===== src/hw/tof_pkg.sv =====
/*
  Shared constants and types of the timer output, flag and mask logic.
  Assumes an 8-bit register port with byte addresses and events that
  arrive as one-cycle pulses on the block clock.
*/
package tof_pkg;

  // ==========================================================
  // Register offsets
  localparam logic [7:0] ADDR_OUTPUT_A_CONTROL = 8'hFC;
  localparam logic [7:0] ADDR_OUTPUT_B_CONTROL = 8'hFD;
  localparam logic [7:0] ADDR_TIMER_EVENT_FLAGS = 8'hFE;
  localparam logic [7:0] ADDR_IRQ_DMA_MASK = 8'hFF;

  // ==========================================================
  // Reset values
  localparam logic [7:0] RESET_OUTPUT_CONTROL = 8'h00;
  localparam logic [7:0] RESET_TIMER_EVENT_FLAGS = 8'h00;
  localparam logic [7:0] RESET_IRQ_DMA_MASK = 8'h00;
  localparam logic [7:0] READ_UNMAPPED = 8'h00;
  localparam logic       RESET_OUTPUT_LEVEL = 1'b0;
  localparam logic       DISABLED_PIN_LEVEL = 1'b1;
  localparam int         OUTPUT_COUNT = 2;

  // ==========================================================
  // Action codes, first action bit in the upper position
  localparam logic [1:0] ACT_SET = 2'h0;
  localparam logic [1:0] ACT_TOGGLE = 2'h1;
  localparam logic [1:0] ACT_CLEAR = 2'h2;
  localparam logic [1:0] ACT_KEEP = 2'h3;

  // ==========================================================
  // Register layouts, most significant field first
  typedef struct packed {
    logic [1:0] match0_action;
    logic [1:0] match1_action;
    logic [1:0] wrap_action;
    logic       event_pulse_enable;
    logic       output_preset_level;
  } tof_out_ctrl_type;

  typedef struct packed {
    logic capture0_flag;
    logic capture1_flag;
    logic match0_flag;
    logic match1_flag;
    logic wrap_flag;
    logic capture0_overrun;
    logic match0_overrun;
    logic capture_irq_and_select;
  } tof_flags_type;

  typedef struct packed {
    logic timer_irq_global_enable;
    logic capture0_dma_enable;
    logic capture0_irq_mask;
    logic capture1_irq_mask;
    logic match0_dma_enable;
    logic match0_irq_mask;
    logic match1_irq_mask;
    logic wrap_irq_mask;
  } tof_mask_type;

  typedef struct packed {
    logic match0;
    logic match1;
    logic wrap;
  } tof_events_type;

endpackage


===== src/hw/tof_timer_output.sv =====
/*
  Output actions, event flags and interrupt/DMA masks of a 16-bit
  multifunction timer. Assumes counter, capture and DMA logic on the same
  clock that deliver one-cycle event pulses, and a register port whose
  strobes are one cycle long and never both high at once.
*/
// Added by the designer: the plain strobed port.
`timescale 1ns/1ns
module tof_timer_output (
  input  wire logic       I_MCLK,             // Block clock, 100 MHz
  input  wire logic       I_RST_N,            // Async reset, low
  input  wire logic [7:0] I_ADDR,             // Register address
  input  wire logic [7:0] I_WDATA,            // Write data
  input  wire logic       I_WR,               // Write strobe
  input  wire logic       I_RD,               // Read strobe
  output logic      [7:0] O_RDATA,            // Read data, next cycle
  input  wire logic       I_MATCH0,           // Compare 0 match pulse
  input  wire logic       I_MATCH1,           // Compare 1 match pulse
  input  wire logic       I_WRAP,             // Overflow or underflow pulse
  input  wire logic       I_CAPTURE0,         // Capture into register 0
  input  wire logic       I_CAPTURE1,         // Capture into register 1
  input  wire logic       I_BICAPTURE_MODE,   // Bicapture mode level
  input  wire logic       I_OUTPUT_A_ENABLE,  // Output A enable level
  input  wire logic       I_OUTPUT_B_ENABLE,  // Output B enable level
  input  wire logic       I_CAPTURE0_EOB,     // Capture 0 DMA block end
  input  wire logic       I_MATCH0_EOB,       // Compare 0 DMA block end
  output logic            O_TIMER_OUTPUT_A,   // Output A pin
  output logic            O_TIMER_OUTPUT_B,   // Output B pin
  output logic            O_EVENT_PULSE,      // On-chip event pulse
  output logic            O_TIMER_IRQ,        // Interrupt request level
  output logic            O_CAPTURE0_DMA_REQ, // Capture 0 DMA request
  output logic            O_MATCH0_DMA_REQ,   // Compare 0 DMA request
  output logic            O_SW_CAPTURE0,      // Software capture 0 pulse
  output logic            O_SW_CAPTURE1       // Software capture 1 pulse
);
  import tof_pkg::*;

  // ==========================================================
  // Declarations
  tof_out_ctrl_type ctrl [OUTPUT_COUNT];
  tof_out_ctrl_type next_ctrl [OUTPUT_COUNT];
  logic             wr_ctrl [OUTPUT_COUNT];
  logic             out_enable [OUTPUT_COUNT];
  logic             out_level [OUTPUT_COUNT];
  logic             out_pin [OUTPUT_COUNT];
  tof_events_type   events;
  tof_flags_type    flags;
  tof_flags_type    next_flags;
  tof_flags_type    wflags;
  tof_mask_type     mask;
  tof_mask_type     next_mask;
  tof_mask_type     wmask;
  logic             hit_a;
  logic             hit_b;
  logic             hit_flags;
  logic             hit_mask;
  logic             wr_flags;
  logic             wr_mask;
  logic             sw_capture0;
  logic             sw_capture1;
  logic             capture0_to_flag;
  logic             match0_to_flag;
  logic             capture0_set;
  logic             capture1_set;
  logic             match0_set;
  logic             capture0_overrun_set;
  logic             match0_overrun_set;
  logic             next_event_pulse;
  logic [7:0]       read_a;
  logic [7:0]       read_b;
  logic [7:0]       read_mux;
  logic [7:0]       next_rdata;

  // ==========================================================
  // Address decode
  assign hit_a     = (I_ADDR == ADDR_OUTPUT_A_CONTROL);
  assign hit_b     = (I_ADDR == ADDR_OUTPUT_B_CONTROL);
  assign hit_flags = (I_ADDR == ADDR_TIMER_EVENT_FLAGS);
  assign hit_mask  = (I_ADDR == ADDR_IRQ_DMA_MASK);
  assign wr_flags  = I_WR & hit_flags;
  assign wr_mask   = I_WR & hit_mask;
  assign wflags    = tof_flags_type'(I_WDATA);
  assign wmask     = tof_mask_type'(I_WDATA);

  assign wr_ctrl[0]    = I_WR & hit_a;
  assign wr_ctrl[1]    = I_WR & hit_b;
  assign out_enable[0] = I_OUTPUT_A_ENABLE;
  assign out_enable[1] = I_OUTPUT_B_ENABLE;
  assign events        = '{match0: I_MATCH0, match1: I_MATCH1, wrap: I_WRAP};

  // ==========================================================
  // Output channels
  // Both outputs see the same events; only their control register and enable input differ.
  for (genvar ch = 0; ch < OUTPUT_COUNT; ch++) begin : g_out
    assign next_ctrl[ch] = wr_ctrl[ch] ? tof_out_ctrl_type'(I_WDATA) : ctrl[ch];

    always_ff @(posedge I_MCLK or negedge I_RST_N) begin
      if (!I_RST_N) begin
        ctrl[ch] <= tof_out_ctrl_type'(RESET_OUTPUT_CONTROL);
      end else begin
        ctrl[ch] <= next_ctrl[ch];
      end
    end

    tof_out_action u_action (
      .i_clk          (I_MCLK),
      .i_rst_n        (I_RST_N),
      .i_ctrl         (ctrl[ch]),
      .i_events       (events),
      .i_preset_load  (wr_ctrl[ch]),
      .i_preset_value (I_WDATA[0]),
      .i_enable       (out_enable[ch]),
      .o_level        (out_level[ch]),
      .o_pin          (out_pin[ch])
    );
  end

  assign O_TIMER_OUTPUT_A = out_pin[0];
  assign O_TIMER_OUTPUT_B = out_pin[1];

  // ==========================================================
  // On-chip event pulse
  // match0 pulse gated by output A control, wrap pulse gated by output B control
  assign next_event_pulse = (I_MATCH0 & ctrl[0].event_pulse_enable)
                          | (I_WRAP & ctrl[1].event_pulse_enable);

  always_ff @(posedge I_MCLK or negedge I_RST_N) begin
    if (!I_RST_N) begin
      O_EVENT_PULSE <= 1'b0;
    end else begin
      O_EVENT_PULSE <= next_event_pulse;
    end
  end

  // ==========================================================
  // Flag set terms
  // With DMA enabled a capture or match feeds the DMA channel instead of
  // the flag; the flag then marks block end, which makes the masked flag
  // act as the block-end interrupt once the DMA enable drops.
  // software captures 0 and 1
  assign sw_capture0 = wr_flags & wflags.capture0_flag;
  assign sw_capture1 = wr_flags & wflags.capture1_flag & ~I_BICAPTURE_MODE;

  assign capture0_to_flag = I_CAPTURE0 & ~mask.capture0_dma_enable;
  assign match0_to_flag   = I_MATCH0 & ~mask.match0_dma_enable;

  assign capture0_set = capture0_to_flag | I_CAPTURE0_EOB | sw_capture0;
  assign capture1_set = I_CAPTURE1 | sw_capture1;
  assign match0_set   = match0_to_flag | I_MATCH0_EOB;

  assign capture0_overrun_set = (capture0_to_flag & flags.capture0_flag) | sw_capture0;
  assign match0_overrun_set   = match0_to_flag & flags.match0_flag;

  // ==========================================================
  // Flag next values
  // Writing 0 clears a flag, writing 1 leaves it (a 1 to capture0_flag, or capture1_flag outside bicapture mode, sets it); a set in the same cycle
  // as the clearing write wins so no event is lost.
  // software-only clear
  assign next_flags.capture0_flag = capture0_set
                                  | (flags.capture0_flag & ~(wr_flags & ~wflags.capture0_flag));
  assign next_flags.capture1_flag = capture1_set
                                  | (flags.capture1_flag & ~(wr_flags & ~wflags.capture1_flag));
  assign next_flags.match0_flag = match0_set
                                | (flags.match0_flag & ~(wr_flags & ~wflags.match0_flag));
  assign next_flags.match1_flag = I_MATCH1
                                | (flags.match1_flag & ~(wr_flags & ~wflags.match1_flag));
  assign next_flags.wrap_flag = I_WRAP
                              | (flags.wrap_flag & ~(wr_flags & ~wflags.wrap_flag));
  assign next_flags.capture0_overrun = capture0_overrun_set
                                     | (flags.capture0_overrun & ~(wr_flags & ~wflags.capture0_overrun));
  assign next_flags.match0_overrun = match0_overrun_set
                                   | (flags.match0_overrun & ~(wr_flags & ~wflags.match0_overrun));
  assign next_flags.capture_irq_and_select = wr_flags ? wflags.capture_irq_and_select
                                                      : flags.capture_irq_and_select;

  always_ff @(posedge I_MCLK or negedge I_RST_N) begin
    if (!I_RST_N) begin
      flags <= tof_flags_type'(RESET_TIMER_EVENT_FLAGS);
    end else begin
      flags <= next_flags;
    end
  end

  // ==========================================================
  // Mask register
  // A software set of a DMA enable in the block-end cycle wins, so a new
  // block can be started without a gap.
  assign next_mask.timer_irq_global_enable = wr_mask ? wmask.timer_irq_global_enable
                                                     : mask.timer_irq_global_enable;
  assign next_mask.capture0_dma_enable = wr_mask ? wmask.capture0_dma_enable
                                                 : (mask.capture0_dma_enable & ~I_CAPTURE0_EOB);
  assign next_mask.capture0_irq_mask = wr_mask ? wmask.capture0_irq_mask : mask.capture0_irq_mask;
  assign next_mask.capture1_irq_mask = wr_mask ? wmask.capture1_irq_mask : mask.capture1_irq_mask;
  assign next_mask.match0_dma_enable = wr_mask ? wmask.match0_dma_enable
                                               : (mask.match0_dma_enable & ~I_MATCH0_EOB);
  assign next_mask.match0_irq_mask = wr_mask ? wmask.match0_irq_mask : mask.match0_irq_mask;
  assign next_mask.match1_irq_mask = wr_mask ? wmask.match1_irq_mask : mask.match1_irq_mask;
  assign next_mask.wrap_irq_mask   = wr_mask ? wmask.wrap_irq_mask : mask.wrap_irq_mask;

  always_ff @(posedge I_MCLK or negedge I_RST_N) begin
    if (!I_RST_N) begin
      mask <= tof_mask_type'(RESET_IRQ_DMA_MASK);
    end else begin
      mask <= next_mask;
    end
  end

  // ==========================================================
  // DMA requests and software capture strobes
  always_ff @(posedge I_MCLK or negedge I_RST_N) begin
    if (!I_RST_N) begin
      O_CAPTURE0_DMA_REQ <= 1'b0;
      O_MATCH0_DMA_REQ   <= 1'b0;
      O_SW_CAPTURE0      <= 1'b0;
      O_SW_CAPTURE1      <= 1'b0;
    end else begin
      O_CAPTURE0_DMA_REQ <= I_CAPTURE0 & mask.capture0_dma_enable;
      O_MATCH0_DMA_REQ   <= I_MATCH0 & mask.match0_dma_enable;
      O_SW_CAPTURE0      <= sw_capture0;
      O_SW_CAPTURE1      <= sw_capture1;
    end
  end

  // ==========================================================
  // Interrupt request
  // gated level
  tof_irq_combine u_irq (
    .i_clk   (I_MCLK),
    .i_rst_n (I_RST_N),
    .i_flags (flags),
    .i_mask  (mask),
    .o_irq   (O_TIMER_IRQ)
  );

  // ==========================================================
  // Read path
  // live level readback
  assign read_a = {ctrl[0][7:1], out_level[0]};
  assign read_b = {ctrl[1][7:1], out_level[1]};

  assign read_mux = hit_a     ? read_a :
                    hit_b     ? read_b :
                    hit_flags ? 8'(flags) :
                    hit_mask  ? 8'(mask) : READ_UNMAPPED;
  // Data stands only in the cycle after the strobe
  assign next_rdata = I_RD ? read_mux : READ_UNMAPPED;

  always_ff @(posedge I_MCLK or negedge I_RST_N) begin
    if (!I_RST_N) begin
      O_RDATA <= READ_UNMAPPED;
    end else begin
      O_RDATA <= next_rdata;
    end
  end

endmodule


===== src/hw/tof_out_action.sv =====
/*
  One timer output: merges the actions of simultaneous events and keeps
  the output level. Assumes event pulses on the block clock and a preset
  load pulse from the register port.
*/
`timescale 1ns/1ns
module tof_out_action (
  input  wire logic                      i_clk,          // Block clock
  input  wire logic                      i_rst_n,        // Async reset, low
  input  wire tof_pkg::tof_out_ctrl_type i_ctrl,         // Action fields
  input  wire tof_pkg::tof_events_type   i_events,       // Event pulses
  input  wire logic                      i_preset_load,  // Preset write
  input  wire logic                      i_preset_value, // Preset level
  input  wire logic                      i_enable,       // Output enable
  output logic                           o_level,        // Internal level
  output logic                           o_pin           // Pin level
);
  import tof_pkg::*;

  logic [1:0] match0_term;
  logic [1:0] match1_term;
  logic [1:0] wrap_term;
  logic [1:0] combined;
  logic       base_level;
  logic       next_level;

  // ==========================================================
  // Action merge
  // bitwise AND merge
  assign match0_term = i_events.match0 ? i_ctrl.match0_action : ACT_KEEP;
  assign match1_term = i_events.match1 ? i_ctrl.match1_action : ACT_KEEP;
  assign wrap_term   = i_events.wrap ? i_ctrl.wrap_action : ACT_KEEP;
  assign combined    = match0_term & match1_term & wrap_term;
  assign base_level  = i_preset_load ? i_preset_value : o_level;

  always_comb begin
    case (combined)
      ACT_SET:    next_level = 1'b1;
      ACT_TOGGLE: next_level = ~base_level;
      ACT_CLEAR:  next_level = 1'b0;
      default:    next_level = base_level;
    endcase
  end

  // ==========================================================
  // Level and pin
  always_ff @(posedge i_clk or negedge i_rst_n) begin
    if (!i_rst_n) begin
      o_level <= RESET_OUTPUT_LEVEL;
      o_pin   <= DISABLED_PIN_LEVEL;
    end else begin
      o_level <= next_level;
      o_pin   <= i_enable ? next_level : DISABLED_PIN_LEVEL;
    end
  end

endmodule


===== src/hw/tof_irq_combine.sv =====
/*
  Timer interrupt request: flags gated by masks and the global enable.
  Assumes flag and mask registers on the block clock.
*/
`timescale 1ns/1ns
module tof_irq_combine (
  input  wire logic                   i_clk,   // Block clock
  input  wire logic                   i_rst_n, // Async reset, low
  input  wire tof_pkg::tof_flags_type i_flags, // Flag register
  input  wire tof_pkg::tof_mask_type  i_mask,  // Mask register
  output logic                        o_irq    // Level request
);
  import tof_pkg::*;

  logic capture0_term;
  logic capture1_term;
  logic capture_term;
  logic match_wrap_term;
  logic next_irq;

  // ==========================================================
  // Source gating
  assign capture0_term = i_flags.capture0_flag & i_mask.capture0_irq_mask;
  assign capture1_term = i_flags.capture1_flag & i_mask.capture1_irq_mask;
  assign capture_term = i_flags.capture_irq_and_select ? (capture0_term & capture1_term)
                                                       : (capture0_term | capture1_term);
  assign match_wrap_term = (i_flags.match0_flag & i_mask.match0_irq_mask)
                         | (i_flags.match1_flag & i_mask.match1_irq_mask)
                         | (i_flags.wrap_flag & i_mask.wrap_irq_mask);
  assign next_irq = i_mask.timer_irq_global_enable & (capture_term | match_wrap_term);

  always_ff @(posedge i_clk or negedge i_rst_n) begin
    if (!i_rst_n) begin
      o_irq <= 1'b0;
    end else begin
      o_irq <= next_irq;
    end
  end

endmodule


===== config.mk =====
export PLATFORM = sky130hd
export DESIGN_NAME = tof_timer_output
export DESIGN_NICKNAME = d
export VERILOG_FILES = /design/src/hw/tof_pkg.sv /design/src/hw/tof_timer_output.sv /design/src/hw/tof_out_action.sv /design/src/hw/tof_irq_combine.sv
export SDC_FILE = /design/constraint.sdc
export NUM_CORES = 1
export LEC_CHECK = 0
export ABC_AREA = 1
export BUFFER_PORTS_ARGS = -buffer_cell sky130_fd_sc_hd__buf_2
export CAP_MARGIN = 20
export CORE_ASPECT_RATIO = 2
export CORE_UTILIZATION = 54
export DETAILED_ROUTE_END_ITERATION = 10
export PLACE_DENSITY = 0.77
export SLEW_MARGIN = 10
export SYNTH_ARGS = -nofsm -noshare
export SYNTH_HDL_FRONTEND = slang
export SYNTH_SLANG_ARGS = --single-unit

===== constraint.sdc =====
create_clock -name I_MCLK -period 1.3 [get_ports I_MCLK]
set_input_delay 0.065 -clock I_MCLK [delete_from_list [all_inputs] [get_ports I_MCLK]]
set_output_delay 0.065 -clock I_MCLK [all_outputs]
set_load 0.01 [all_outputs]

==> run_results.csv <==
group,metric,value,unit
logic_synthesis,postSynthCellCount,279,
final_layout,layoutNonFillerInstCount,395,
setup_path,critPathLaunchType,"flip-flop",
placement,dp.cells,378,
floorplan,fp.dieW,47.8,microns
final_layout,final_cell_mix,"nand2_1 (76), dfrtp_1 (46), buf_2 (45)",
placement,port_buffers,45,
setup_path,crit_family,"flip-flops",
logic_synthesis,syn_area_per_cell,8.13,sq um
hold_path,worstHoldPathType,"input port to flip-flop",
drt,ant_nets,0,
drt,drt_iter0_markers,26,
drt,wire_per_inst,13.3,microns
cts,h-tree-depth,2,
final_layout,layout_commonest_cell,"nand2_1",
setup_path,crit_end,"u_irq.o_irq$_DFF_PN0_",
sta,fin_crit_sh,0.822,
sta,setup_viol_count_final,0,
global_routing,track_usage,0.278,
final_layout,nets,372,
placement,hpwl,4.15,mm
global_routing,gr-total-overflow,0,
sta,slew_viol_final,0,
setup_path,r2r-start,"flags[7]$_DFF_PN0_",
floorplan,io_pins,46,
cts,numCtsBuffers,5,
global_routing,antenna_found_initial,0,
cts,cts_setup_buffers,0,
cts,clockBufferDepth,2,
power_and_ir_drop,peakVddDrop,979,uV
setup_path,cp_max_fo,4,
final_layout,fin_area,0.00278,sq mm
floorplan,rows,33,
flow_run,cap_viol_max_count,0,
floorplan,die_area,0.00448,sq mm
sta,hold_slack,-0.00514,ns
logic_synthesis,synthDistinctLibCells,24,
sta,finClkSkew,0.00643,ns
global_routing,grt_pass1_wl,8.79,mm
logic_synthesis,ys_seq_elements,48,
setup_path,r2r_slack,0.23,ns
cts,clkLatencyLatePin,0.30,ns
sta,max-slew-margin-rel,0.727,
setup_path,crit_chain,"nand2_1 -> maj3_1 -> a21oi_1",
cts,cts_tree,"built",
sta,fmax,936,MHz
sta,final_hold_viol_count,2,
global_routing,grt_pass1_vias,2052,
floorplan,core,0.00405,sq mm
final_layout,antenna_cells_inserted,0,
logic_synthesis,ys.warnings.count,0,
setup_path,ff2ff_path_depth,3,
global_routing,grt_max_degree,21,
setup_path,crit_required,1.52,ns
logic_synthesis,ys_seq_area_frac,0.531,
sta,tightestPinTransition,0.408,ns
power_and_ir_drop,p_leak,1.44,nW
drt,wl,5.27,mm
setup_path,cp.arrival,1.29,ns
setup_path,crit_type,"flip-flop to flip-flop",
final_layout,area_growth,22.6,%
drt,viasPerCell,5.07,
sta,timing.final.crit_period,1.07,ns
logic_synthesis,syn-num-nets,309,
power_and_ir_drop,power_density,1000,mW/mm^2
setup_path,crit_start,"flags[7]$_DFF_PN0_",
final_layout,fillers,367,
cts,cts_root_buffer,"clkbuf_8",
floorplan,initial_utilization,0.560,
logic_synthesis,syn-cell-area,0.00227,sq mm
setup_path,cp_slowest_stage_delay,0.41,ns
setup_path,r2r_end,"u_irq.o_irq$_DFF_PN0_",
drt,firstDrtPassIters,4,
outcome,violations,"negative hold slack",
cts,cts.clk_slew.worst_paths,0.09,ns
cts,cts.sinks,48,
floorplan,die_h,93.6,microns
setup_path,crit_slowest_cell,"dfrtp_1",
sta,tns,0,ns
drt,route.detailed.drc,0,
placement,dpl_cell_area,0.00259,sq mm
outcome,outcome,"finished, violations left",
setup_path,end_kind,"flip-flop",
placement,gp_congestion,0.805,
sta,rsz0062_at_grt,"no",
setup_path,crit_cells,3,
setup_path,critPathBufInv,0,
drt,num_vias,2001,
final_layout,drive_gt1_frac,0.239,
==> final cells by class <==
class / count / area (sq um) / area share
clock buffers: 6 / 82.6 / 0.0297
clock inverters: 2 / 13.8 / 0.00495
inverters: 35 / 131 / 0.0473
multi-input cells: 191 / 903 / 0.325
flip-flops and latches: 48 / 1200 / 0.433
well taps: 52 / 65.1 / 0.0234
repair buffers: 61 / 380 / 0.137
==> flip-flops by register name, summed over array words and instances (netlist names), 2 cells and up <==
signal,flops
ctrl,14
O_RDATA,8
flags,8
mask,8
g_out.u_action.o_level,2
g_out.u_action.o_pin,2
==> power by group <==
part | leakage (nW) | switching (W) | internal [W]
combinational | 0.784 | 0.000169 | 0.000117
sequential | 0.607 | 0.0000271 | 0.00154
clock | 0.0516 | 0.000497 | 0.000435
total | 1.44 | 0.000693 | 0.00209
==> routing by layer <==
layer | part of all wire | track usage | vias to the layer above
met5 | 0 | 0 | -
met4 | 0.021 | 0.0856 | 0
met3 | 0.028 | 0.0309 | 9
met2 | 0.57 | 0.523 | 53
met1 | 0.38 | 0.292 | 928
li1 | - | - | 1011
==> stage by stage <==
step / hold slack [ns] / setup WS (ns) / total power, W / util
floorplan: -0.231 / 0.293 / 0.00171 / -
global placement: 0.0221 / 0.0969 / 0.00185 / 0.641
detailed placement: 0.0194 / 0.0492 / 0.00186 / 0.641
CTS: 0.00120 / 0.237 / 0.00279 / 0.687
global route: 0.0183 / 0.142 / 0.00289 / 0.687
finish: -0.00514 / 0.231 / 0.00278 / 0.687
==> how the worst min path moves through the flow <==
stage | endpoint | slack, ns | startpoint | depth (start not counted)
floorplan | O_CAPTURE0_DMA_REQ$_DFF_PN0_ | -0.23 | I_RST_N | 0
global placement | O_RDATA[1]$_DFF_PN0_ | 0.02 | I_RST_N | 1
detailed placement | O_RDATA[1]$_DFF_PN0_ | 0.02 | I_RST_N | 1
CTS | O_CAPTURE0_DMA_REQ$_DFF_PN0_ | 0.001 | I_CAPTURE0 | 3
global route | O_CAPTURE0_DMA_REQ$_DFF_PN0_ | 0.02 | I_CAPTURE0 | 3
finish | O_CAPTURE0_DMA_REQ$_DFF_PN0_ | -0.005 | I_CAPTURE0 | 3
==> logic make-up (layout without fill, tap and decap cells) <==
family / Yosys count / after routing / synth area share
AO/OA/AOI/OAI: 54 / 54 / 0.132
adder cells (fa/ha/maj): 1 / 1 / 0.00442
flip-flops: 48 / 48 / 0.531
AND/OR/NAND/NOR: 136 / 136 / 0.262
buffers and inverters: 40 / 104 / 0.0706
==> synthesized netlist by cell type <==
master    instances  area (sq um)
a21oi_1           6          30.0
a22o_1            1          8.76
buf_2             2          10.0
buf_4             2          15.0
clkbuf_1          1          3.75
dfrtp_1          46          1150
dfstp_2           2          52.6
inv_1            31           116
inv_2             4          15.0
maj3_1            1          10.0
nand2_1          76           285
nand2_2           4          25.0
nand2_4           1          11.3
nand3_1          15          75.1
nand3_2           1          10.0
nand4_1           5          31.3
nor2_1           30           113
nor2_2            1          6.26
nor2_8            1          20.0
nor2b_1           1          6.26
nor3_2            1          10.0
o21ai_0          21           105
o21ai_1          19          95.1
o21ai_2           7          61.3
==> worst register-to-register path, cell delays in order, from the launching register on <==
cell,delay (ns)
dfrtp_1,0.41
nand2_1,0.08
maj3_1,0.35
a21oi_1,0.16
==> what timing repair did <==
item	in CTS	in global routing
hold buffers	9	0
resized for setup	0	0
endpoints found under the hold margin	20	0
No activity file was read; power rests on OpenSTA's default activity.
